<file path="src/exec_defs.svh">
// Constants for the table latch, test-skip and exclusive-OR execution block
`ifndef EXEC_DEFS_SVH
`define EXEC_DEFS_SVH
`define OPC_TLW_HI6 6'h29
`define OPC_TST_HI8 8'h33
`define OPC_XLIT_HI8 8'hb4
`define OPC_XREG_HI7 7'h06
`define LATCH_RESET 16'h0000
`define WORK_RESET 8'h00
`define ZERO_RESET 1'b0
`define STROBE_RESET 1'b0
`define FILE_WR_RESET 8'h00
`define QPHASE_RESET 2'h0
`define QPHASE_LAST 2'h3
`endif

</file>
<file path="src/exec_pkg.sv">
// Types for the table latch, test-skip and exclusive-OR execution block
package exec_pkg;
    typedef enum logic [3:0] {
        OP_NONE = 4'b0001,
        OP_TLW = 4'b0010,
        OP_TST = 4'b0100,
        OP_XOR = 4'b1000
    } op_kind_t;
endpackage : exec_pkg

</file>
<file path="src/table_latch_xor_test_exec.sv">
// Execution unit: table latch write, test-skip-if-zero, exclusive-OR
// Operation
// - Latch write copies register into one byte
// - Select bit picks high or low byte
// - Latch held for later program memory write
// - Zero register discards prefetch, two cycles
// - Literal XOR into working register, zero flag
// - Register XOR, destination bit picks target
`timescale 1ns/100ps
`default_nettype none
`include "exec_defs.svh"
module table_latch_xor_test_exec #(
    parameter int DATA_W = 8,
    parameter int INSTR_W = 16,
    parameter int LATCH_W = 16
) (
    input wire logic core_clk,
    input wire logic rst_n,
    input wire logic instr_valid,
    input wire logic [INSTR_W-1:0] instr_word,
    input wire logic [DATA_W-1:0] file_rdata,
    output logic [LATCH_W-1:0] table_latch,
    output logic [DATA_W-1:0] working_register,
    output logic zero_flag,
    output logic file_we,
    output logic [DATA_W-1:0] file_wdata,
    output logic [DATA_W-1:0] file_waddr,
    output logic flush_prefetch,
    output logic busy,
    output logic [1:0] qphase
);
    import exec_pkg::*;

    ////////////////////////////////////////////////////////////////////////
    // Refuse sizes the fixed opcode fields cannot serve: the low byte of a
    // 16-bit word is a file address or a literal, and the latch is two bytes
    localparam int LATCH_BYTES = LATCH_W / DATA_W;

    localparam logic [DATA_W-1:0] ZERO_BYTE = '0;

    if (DATA_W != 8) begin : g_bad_data_w
        $error("DATA_W must be 8");
    end

    if (INSTR_W != 16) begin : g_bad_instr_w
        $error("INSTR_W must be 16");
    end

    if (LATCH_W != 2 * DATA_W) begin : g_bad_latch_w
        $error("LATCH_W must hold exactly two data bytes");
    end

    ////////////////////////////////////////////////////////////////////////
    typedef struct packed {
        // Architectural state
        logic [LATCH_W-1:0] latch;
        logic [DATA_W-1:0] work;
        logic zero;

        // One-cycle strobes, plus write data and address held until the next write, toward the file and the fetch stage
        logic we;
        logic [DATA_W-1:0] wdata;
        logic [DATA_W-1:0] waddr;
        logic flush;

        // Skip and quarter phase tracking
        logic nop_cycle;
        logic [1:0] q;
    } state_t;

    // Reset pattern: everything clear, phase at the first quarter
    localparam state_t ST_RESET = '{
        latch: `LATCH_RESET,
        work: `WORK_RESET,
        zero: `ZERO_RESET,
        we: `STROBE_RESET,
        wdata: `FILE_WR_RESET,
        waddr: `FILE_WR_RESET,
        flush: `STROBE_RESET,
        nop_cycle: `STROBE_RESET,
        q: `QPHASE_RESET
    };

    state_t st_r;
    state_t st_nxt;

    ////////////////////////////////////////////////////////////////////////
    // Decoded instruction
    op_kind_t kind;
    logic sel_bit;
    logic use_literal;

    // Phase and issue qualifiers
    logic exec_slot;
    logic take;
    logic to_file;

    // Datapath
    logic [DATA_W-1:0] operand;
    logic [DATA_W-1:0] result;
    logic result_zero;
    logic rdata_zero;
    wire logic [LATCH_BYTES-1:0] byte_sel;
    wire logic [LATCH_W-1:0] latch_upd;

    // Opcode fields are decoded apart so that this file only sequences them
    exec_decode u_dec (
        .opcode(instr_word),
        .kind(kind),
        .sel_bit(sel_bit),
        .use_literal(use_literal)
    );

    ////////////////////////////////////////////////////////////////////////
    // One instruction cycle is four core clocks; work lands on the last one
    assign exec_slot = (st_r.q == `QPHASE_LAST);

    // The cycle after a taken skip runs as a no-operation: the word shown then
    // is the discarded prefetch and must not execute
    assign take = exec_slot && instr_valid && !st_r.nop_cycle;

    // Only the register form can send its result back to the file
    assign to_file = !use_literal && sel_bit;

    ////////////////////////////////////////////////////////////////////////
    // The same exclusive-OR serves both forms; only the operand differs
    assign operand = use_literal ? instr_word[DATA_W-1:0] : file_rdata;

    assign result = st_r.work ^ operand;

    assign result_zero = (result == ZERO_BYTE);

    // The test instruction looks at the register itself, not at a result
    assign rdata_zero = (file_rdata == ZERO_BYTE);

    ////////////////////////////////////////////////////////////////////////
    // Each latch byte loads the file register or keeps its value; byte one
    // is the high half and answers a set select bit
    for (genvar b = 0; b < LATCH_BYTES; b++) begin : g_byte
        assign byte_sel[b] = (int'(sel_bit) == b);

        assign latch_upd[b*DATA_W +: DATA_W] = byte_sel[b]
            ? file_rdata
            : st_r.latch[b*DATA_W +: DATA_W];
    end

    ////////////////////////////////////////////////////////////////////////
    // Strobes default low so each one lasts exactly one core clock
    always_comb begin
        st_nxt = st_r;
        st_nxt.we = 1'b0;
        st_nxt.flush = 1'b0;

        // Phase wraps on the write slot, which also ends a skipped cycle
        if (exec_slot) begin
            st_nxt.q = `QPHASE_RESET;
            st_nxt.nop_cycle = 1'b0;
        end else begin
            st_nxt.q = 2'(st_r.q + 2'h1);
        end

        if (take) begin
            case (kind)
                OP_TLW: begin
                    // Latch keeps its value until the next table latch write or a reset
                    st_nxt.latch = latch_upd;
                end

                OP_TST: begin
                    // Skip costs one extra instruction cycle; flags stay
                    if (rdata_zero) begin
                        st_nxt.flush = 1'b1;
                        st_nxt.nop_cycle = 1'b1;
                    end
                end

                OP_XOR: begin
                    st_nxt.zero = result_zero;
                    // The literal form always writes back to the working register
                    if (to_file) begin
                        st_nxt.we = 1'b1;
                        st_nxt.wdata = result;
                        st_nxt.waddr = instr_word[DATA_W-1:0];
                    end else begin
                        st_nxt.work = result;
                    end
                end

                default: begin
                    // Unknown words leave all state alone
                    st_nxt.zero = st_r.zero;
                end
            endcase
        end
    end

    // A synchronous clear; the whole reset pattern is built once above
    always_ff @(posedge core_clk) begin
        if (!rst_n) begin
            st_r <= ST_RESET;
        end else begin
            st_r <= st_nxt;
        end
    end

    ////////////////////////////////////////////////////////////////////////
    // Every output is a register field, so nothing combinational leaves
    assign table_latch = st_r.latch;
    assign working_register = st_r.work;
    assign zero_flag = st_r.zero;

    // Write port toward the file registers
    assign file_we = st_r.we;
    assign file_wdata = st_r.wdata;
    assign file_waddr = st_r.waddr;

    // Fetch-side controls and phase
    assign flush_prefetch = st_r.flush;
    assign busy = st_r.nop_cycle;
    assign qphase = st_r.q;
endmodule : table_latch_xor_test_exec
`default_nettype wire

</file>
<file path="src/exec_decode.sv">
// Opcode decoder for the execution block
`timescale 1ns/100ps
`default_nettype none
`include "exec_defs.svh"
module exec_decode (
    input wire logic [15:0] opcode,
    output var exec_pkg::op_kind_t kind,
    output logic sel_bit,
    output logic use_literal
);
    import exec_pkg::*;
    always_comb begin
        kind = OP_NONE;
        sel_bit = 1'b0;
        use_literal = 1'b0;
        if (opcode[15:10] == `OPC_TLW_HI6) begin
            kind = OP_TLW;
            sel_bit = opcode[9];
        end else if (opcode[15:8] == `OPC_TST_HI8) begin
            kind = OP_TST;
        end else if (opcode[15:8] == `OPC_XLIT_HI8) begin
            kind = OP_XOR;
            use_literal = 1'b1;
        end else if (opcode[15:9] == `OPC_XREG_HI7) begin
            kind = OP_XOR;
            sel_bit = opcode[8];
        end
    end
endmodule : exec_decode
`default_nettype wire

</file>
<file path="config.mk">
export PLATFORM = sky130hd
export DESIGN_NAME = table_latch_xor_test_exec
export DESIGN_NICKNAME = d
export VERILOG_FILES = /design/src/exec_pkg.sv /design/src/table_latch_xor_test_exec.sv /design/src/exec_decode.sv
export VERILOG_INCLUDE_DIRS = /design/src
export SDC_FILE = /design/constraint.sdc
export NUM_CORES = 1
export LEC_CHECK = 0
export BUFFER_PORTS_ARGS = -buffer_cell sky130_fd_sc_hd__clkbuf_2
export CAP_MARGIN = 10
export CORE_MARGIN = 2
export CORE_UTILIZATION = 30
export DETAILED_ROUTE_END_ITERATION = 8
export SLEW_MARGIN = 10
export SYNTH_ARGS = -nofsm -noshare
export SYNTH_HDL_FRONTEND = slang
export SYNTH_SLANG_ARGS = --single-unit
</file>
<file path="constraint.sdc">
create_clock -name core_clk -period 4 [get_ports core_clk]
set_clock_uncertainty 0.15 [all_clocks]
set_input_delay 0.6 -clock core_clk [delete_from_list [all_inputs] [get_ports core_clk]]
set_output_delay 0.6 -clock core_clk [all_outputs]
set_load 0.02 [all_outputs]
</file>
==> results.md, run 1 <==
* # setup viols final at 0
* Commonest non-fill, non-tap cell in the layout: clkbuf_2
* Number of max-cap violations at 0
* Num CTS Buffers at 5
* Antenna cells at 0
* Synth-to-Final Area Change at 22.53%
* Commonest non-fill, non-tap cells in the layout: clkbuf_2 (72), dfxtp_1 (46), mux2i_1 (40), nor2_1 (34)
* Hold Buf Count CTS at 0
* Util after Layout at 37.55%
* Final worst path period share at 66.33%
* Share of layout cells above drive strength 1 at 30.65%
* Comb pwr share at around 8.6%
* Placer Congestion at between 0.7 and 0.8
* Max-slew headroom at approximately 57%
* Register bit total from synthesis at 46
* Setup TNS at 0 ps
* Switching Share at 23.73%
* CP endpoint kind: register
* P_sw at 208.9 uW
* Post-Syn Nets at 269
* Max Buffers Root-to-Sink at 2
* Syn avg cell area at a little under 10 um^2
* CTS resizes at 0
* Initial core utilization at 30.64%
* CTS H-Tree Depth at 2
* XOR/XNOR share of the synthesized area at 0%
* Clk pwr share at 38.9%
* Number of synthesis warnings at 0
* Nets at 337
* Flop pwr share at 52.5%
* Vias in the first global route at 1,919
* Worst EP required at 4060 ps
* RSZ-0062 raised after global routing: false
* Synthesized cell area at 2343 um^2
* DRT antenna net count at 0
* Power per Cell Area at between 300 and 400 nW/um^2
* Crit path DAT at 2710 ps
* Worst-path clk slew at 80 ps
* Remaining global-route overflow at 0
* CTS sink count at 46
* Worst slack, placed at 1029 ps
* Placed Cells at roughly 400
* Slowest CP cell: nand4bb_1
* Final wirelength at between 6000 and 7000 um
* Vias at 2,036
* Mux cell area share after synthesis at 17.08%
* Post-synthesis sequential area ratio at 39.30%
* Port Buffers at 72
* Die X-Extent at 92.39 um
* First-pass GRT wire length at 9666 um
* WS Path Type: input port to register
* HP Class: register to register
* Core area at 7647 um^2
* Io pins at between 70 and 80
* Post-Syn Instances at between 200 and 250
* Delay-heaviest family, CP: simple AND/OR/NAND/NOR gates
* DRC viols at 0
* Leakage at 0.001308 uW
* Least-Margin Pin Slew at ~650 ps
* Final Non-Filler Cells at 412
* Post-synthesis compound-gate area fraction at 9.023%
* WL/cell at ~15 um
* Fin. Hold Viols at 0
* Final worst slack at roughly 1300 ps
* Site row count at 32
* Latest clock arrival within the worst-skew pair at roughly 300 ps
* CTS tree: built
* Initial DRT Pass Iterations at 4
* Largest stage delay, worst path at 630 ps
* Dpl hpwl at 4479 um
* Crit-path cells: clkbuf_2 > nand4bb_1 > o22ai_1 > nand3_1 > or4_4 > o41ai_2
* Max VDD drop at about 200 uV
* Post-synthesis simple-gate area fraction at ~29%
* Worst setup SP type: input port
* Internal power at 671.5 uW
* Max Slew Vio Count at 0
* Design Power at 880.4 uW
* Die area at 8535 um^2
* Combinational family with the most area after synthesis: simple AND/OR/NAND/NOR gates
* Postcts setup bufs at 0
* Largest net degree at the start of global routing at 28
* Total GRT Usage at 14.31%
* Vias per cell at 4.942
* Fmax achieved at 0.3769 GHz
* Adder-cell area share of the yosys netlist at less than 1%
* Die Y at roughly 92 um
* Clk root buf: clkbuf_8
* Crit path max fanout at 9
* Status: finished clean
* Initial antenna violation count at 0
* Min Tclk post-route at about 2700 ps
* CP Buf/Inv Count at 1
* DRT iter0 DRCs at 75
* Yosys cell types at 38
[worst register-to-register path, delay by kind of cell (launching register included)]
| kind | cells | cell delay [ps] |
|---|---|---|
| compound gates | 3 | 770 |
| fa+ha+maj | 1 | 210 |
| simple gates | 2 | 620 |
| flops | 1 | 360 |
[path summary, 6_finish.rpt]
check / slack [ps] / startpoint / cells past startpoint / to
worst max-delay path: 1350 / instr_word[9] / 6 / zero_flag
worst min-delay path: 320 / qphase[0] / 1 / qphase[0]
worst min register to register: 320 / qphase[0] / 1 / qphase[0]
worst max register to register: 1830 / qphase[0] / 6 / working_register[4]
[registers in the layout (all words and copies together), names as in the netlist]
signal	count
file_wdata	8
zero_flag	1
working_register	8
file_waddr	8
qphase	2
flush_prefetch	1
file_we	1
busy	1
table_latch	16
[cells by family (layout without fill, tap and decap cells)]
group           count (synthesis)  after routing
compound gates                 29             29
simple gates                  107            107
mux                            40             40
buf+inv                        18             87
flops                          46             46
fa+ha+maj                       1              1
[Yosys cell counts]
library cell / n / area, um^2
nand3_2: 1 / 10.01
inv_1: 3 / 11.26
ha_1: 1 / 12.51
o22ai_1: 7 / 43.79
nor2b_1: 16 / 100.1
or3b_1: 2 / 17.52
nor2_8: 1 / 20.02
nor3_4: 1 / 16.27
o41ai_2: 1 / 16.27
nand3_1: 8 / 40.04
nor3_1: 3 / 15.01
buf_1: 1 / 3.750
or4_4: 1 / 11.26
nand4b_1: 16 / 140.1
o21ai_0: 2 / 10.01
a21oi_1: 8 / 40.04
mux2i_1: 40 / 400.4
buf_2: 2 / 10.01
nor2_1: 34 / 127.6
a41oi_2: 1 / 16.27
nor3_2: 1 / 10.01
nand4_1: 2 / 12.51
buf_6: 6 / 67.56
or3_1: 10 / 62.56
o2111ai_4: 1 / 26.28
o21ai_1: 6 / 30.03
o22ai_2: 1 / 12.51
nand3b_1: 2 / 15.01
nor4bb_1: 2 / 20.02
buf_4: 2 / 15.01
or4_1: 3 / 22.52
a31o_1: 1 / 8.760
nand4bb_1: 2 / 22.52
and3_1: 1 / 6.260
clkbuf_1: 4 / 15.01
or2_1: 1 / 6.260
o211ai_1: 1 / 7.510
dfxtp_1: 46 / 920.9
[through the flow]
step | hold slack, ps | area, um^2
floorplan | 409.3 | 2344
global placement | 300.2 | 2763
detailed placement | 309.1 | 2763
CTS | 321.7 | 2872
global route | 347.7 | 2872
finish | 316.2 | 2872
[cell type report]
| type | instances | area (um^2) |
|---|---|---|
| inverter | 3 | 11.26 |
| clock buffer | 5 | 68.82 |
| clock inverter | 3 | 40.04 |
| sequential | 46 | 920.9 |
| multi-input combinational | 177 | 1313 |
| timing repair buffer | 76 | 390.4 |
| fill | 810 | 4776 |
| tap | 102 | 127.6 |
[routing by layer]
| metal | wire [um] | vias to the layer above | track usage, % | part of all wire [%] |
|---|---|---|---|---|
| met1 | 2763 | 950 | 18.22 | 46 |
| li1 | - | 1017 | - | - |
| met5 | 0 | - | 0 | 0 |
| met3 | 376 | 10 | 3.662 | 6.2 |
| met4 | 117 | 0 | 5.224 | 1.9 |
| met2 | 2771 | 59 | 23.36 | 46 |
[power by group through the flow]
stage	Sequential, uW	Clock (uW)	Combinational (uW)
floorplan	476	0	34.9
global placement	473	0	74.8
detailed placement	473	0	76.4
CTS	462	355	76.9
global route	462	373	83.6
finish	462	343	75.6
Power figures use the tool's default switching activity.
==> run 2: changes to the inputs <==
==> constraint.sdc (replaced) <==
create_clock -name core_clk -period 2.2 [get_ports core_clk]
set_clock_uncertainty 0.15 [all_clocks]
set_input_delay 0.33 -clock core_clk [delete_from_list [all_inputs] [get_ports core_clk]]
set_output_delay 0.33 -clock core_clk [all_outputs]
set_load 0.02 [all_outputs]
==> results.md, run 2 (synthesis results as in run 1) <==
* CTS H-Tree Depth at 2 (unchanged)
* Total GRT Usage at 14.66% (was 14.31%)
* Max reg flops at 16 (unchanged)
* Initial core utilization at 30.64% (unchanged)
* Leakage at 0.001367 uW (was 0.001308 uW)
* WL/cell at 14.96 um (was 14.63 um)
* Least-Margin Pin Slew at 476.3 ps (was 645.0 ps)
* Antenna cells at 0 (unchanged)
* Fmax achieved at about 0.48 GHz
* Latest clock arrival within the worst-skew pair at 290 ps (was 300 ps)
* Vias per cell at 5.042 (was 4.942)
* Worst EP required at 2220 ps (was 4060 ps)
* Fin. Hold Viols at 0 (unchanged)
* Die Y at 92.39 um (unchanged)
* Nets at 351 (was 337)
* Util after Layout at 39.50% (was 37.55%)
* # setup viols final at 0 (unchanged)
* Io pins at 73 (unchanged)
* Dpl hpwl at 4547 um (was 4479 um)
* Port Buffers at 72 (unchanged)
* Vias at 2,138 (was 2,036)
* Number of max-cap violations at 0 (unchanged)
* Vias in the first global route at 1,964 (was 1,919)
* FF-to-FF setup slack at 130 ps (was 1830 ps)
* CTS sink count at 46 (unchanged)
* Die X-Extent at 92.39 um (unchanged)
* DRT iter0 DRCs at 116 (was 75)
* Crit path DAT at 2080 ps (was 2710 ps)
* CP endpoint kind: register (unchanged)
* Share of layout cells above drive strength 1 at 33.54% (was 30.65%)
* Layout fillers at 778 (was 810)
* WS Path Type: register to register (was input port to register)
* CTS tree: built (unchanged)
* First-pass GRT wire length at 9873 um (was 9666 um)
* Worst setup SP type: register (was input port)
* Placed Cells at 415 (was 404)
* Core area at 7647 um^2 (unchanged)
* Power per Cell Area at 497.3 nW/um^2 (was 306.6 nW/um^2)
* Final instance area at 3020 um^2 (was 2872 um^2)
* DRT antenna net count at 0 (unchanged)
* HP Class: input port to register (was register to register)
* Worst-path clk slew at 80 ps (about the same)
* Crit path max fanout at 8 (was 9)
* Site row count at 32 (unchanged)
* Status: finished clean (unchanged)
* Final worst path period share at 93.90%
* Initial antenna violation count at 0 (unchanged)
* Die area at 8535 um^2 (unchanged)
* Max Slew Vio Count at 0 (unchanged)
* Max VDD drop at 239.1 uV (was 196.8 uV)
* Placer Congestion at 0.7472 (was 0.7684)
* Clk root buf: clkbuf_8 (unchanged)
* Remaining global-route overflow at 0 (unchanged)
* Max-slew headroom at 68.25% (was 56.75%)
* Largest net degree at the start of global routing at 44 (was 28)
* Min Tclk post-route at 2066 ps
* Initial DRT Pass Iterations at 4 (unchanged)
* Synth-to-Final Area Change at 28.88% (was 22.53%)
* Commonest non-fill, non-tap cells in the layout: clkbuf_2 (72), dfxtp_1 (46), mux2i_1 (40), nor2_1 (34) (unchanged)
* DRC viols at 0 (unchanged)
* Placed cell area at 2883 um^2 (was 2763 um^2)
* Num CTS Buffers at 5 (unchanged)
* Final wirelength at 6342 um (was 6029 um)
* Max Buffers Root-to-Sink at 2 (unchanged)
* RSZ-0062 raised after global routing: false (unchanged)
* Commonest non-fill, non-tap cell in the layout: clkbuf_2 (unchanged)
* Final Non-Filler Cells at 424 (was 412)
==> run 2: changes by cell type in the layout (fill, tap and decap cells not counted), sizes merged <==
cell | before | now
clkbuf | 77 | 78
bufinv | 1 | 0
o2111ai | 1 | 2
buf | 4 | 17
clkinv | 2 | 0
==> run 2: cell type report <==
type | count | area [um^2] | share of cell area [%]
clock buffers | 6 | 82.58 | 2.734
inverters | 3 | 11.26 | 0.3728
multi-input cells | 178 | 1353 | 44.78
flip-flops and latches | 46 | 920.9 | 30.49
well taps | 102 | 127.6 | 4.225
repair buffers | 89 | 525.5 | 17.40
==> run 2: per-stage QoR <==
stage          hold WS (ps)  TNS, ps  setup slack [ps]  total power [uW]
2_1_floorplan         323.9        0             83.96             928.9
3_3_place_gp          294.9   -11.47            -7.293              1004
3_5_place_dp          310.7   -94.50            -24.86              1007
4_1_cts               161.8        0             141.5              1521
5_1_grt               184.1        0             8.489              1574
6_report              170.4        0             134.2              1502
==> run 2: final timing paths <==
kind         depth (start not counted)          start                   to
min                                  3  instr_word[7]        file_waddr[7]
max reg2reg                          8      qphase[0]  working_register[7]
max                                  8      qphase[0]  working_register[7]
min reg2reg                          1      qphase[0]            qphase[0]
==> run 2: layer usage <==
metal	track usage [%]	routed length [um]
met1	18.40	2817
met2	24.88	3055
met3	3.173	359
met4	4.975	110
met5	0	0
==> run 2: where the power goes <==
part	internal [uW]	total (uW)	switching, uW
sequential	837	840	3.56
clock	243	510	267
combinational	59.4	152	92.4
total	1140	1500	363
==> run 2: worst max-delay path: stages (launching register included) <==
cell	delay, ps
dfxtp_1	370
ha_2	210
nand3b_1	160
a41oi_4	280
buf_4	180
o2111ai_4	210
buf_4	200
o21ai_1	120
a21oi_1	70
==> run 2: timing repair <==
action,4_1_cts,5_1_grt
endpoints found under the hold margin,0,0
setup endpoints to repair,0,8
hold buffers,0,0
setup buffers,0,2
resized for setup,0,3
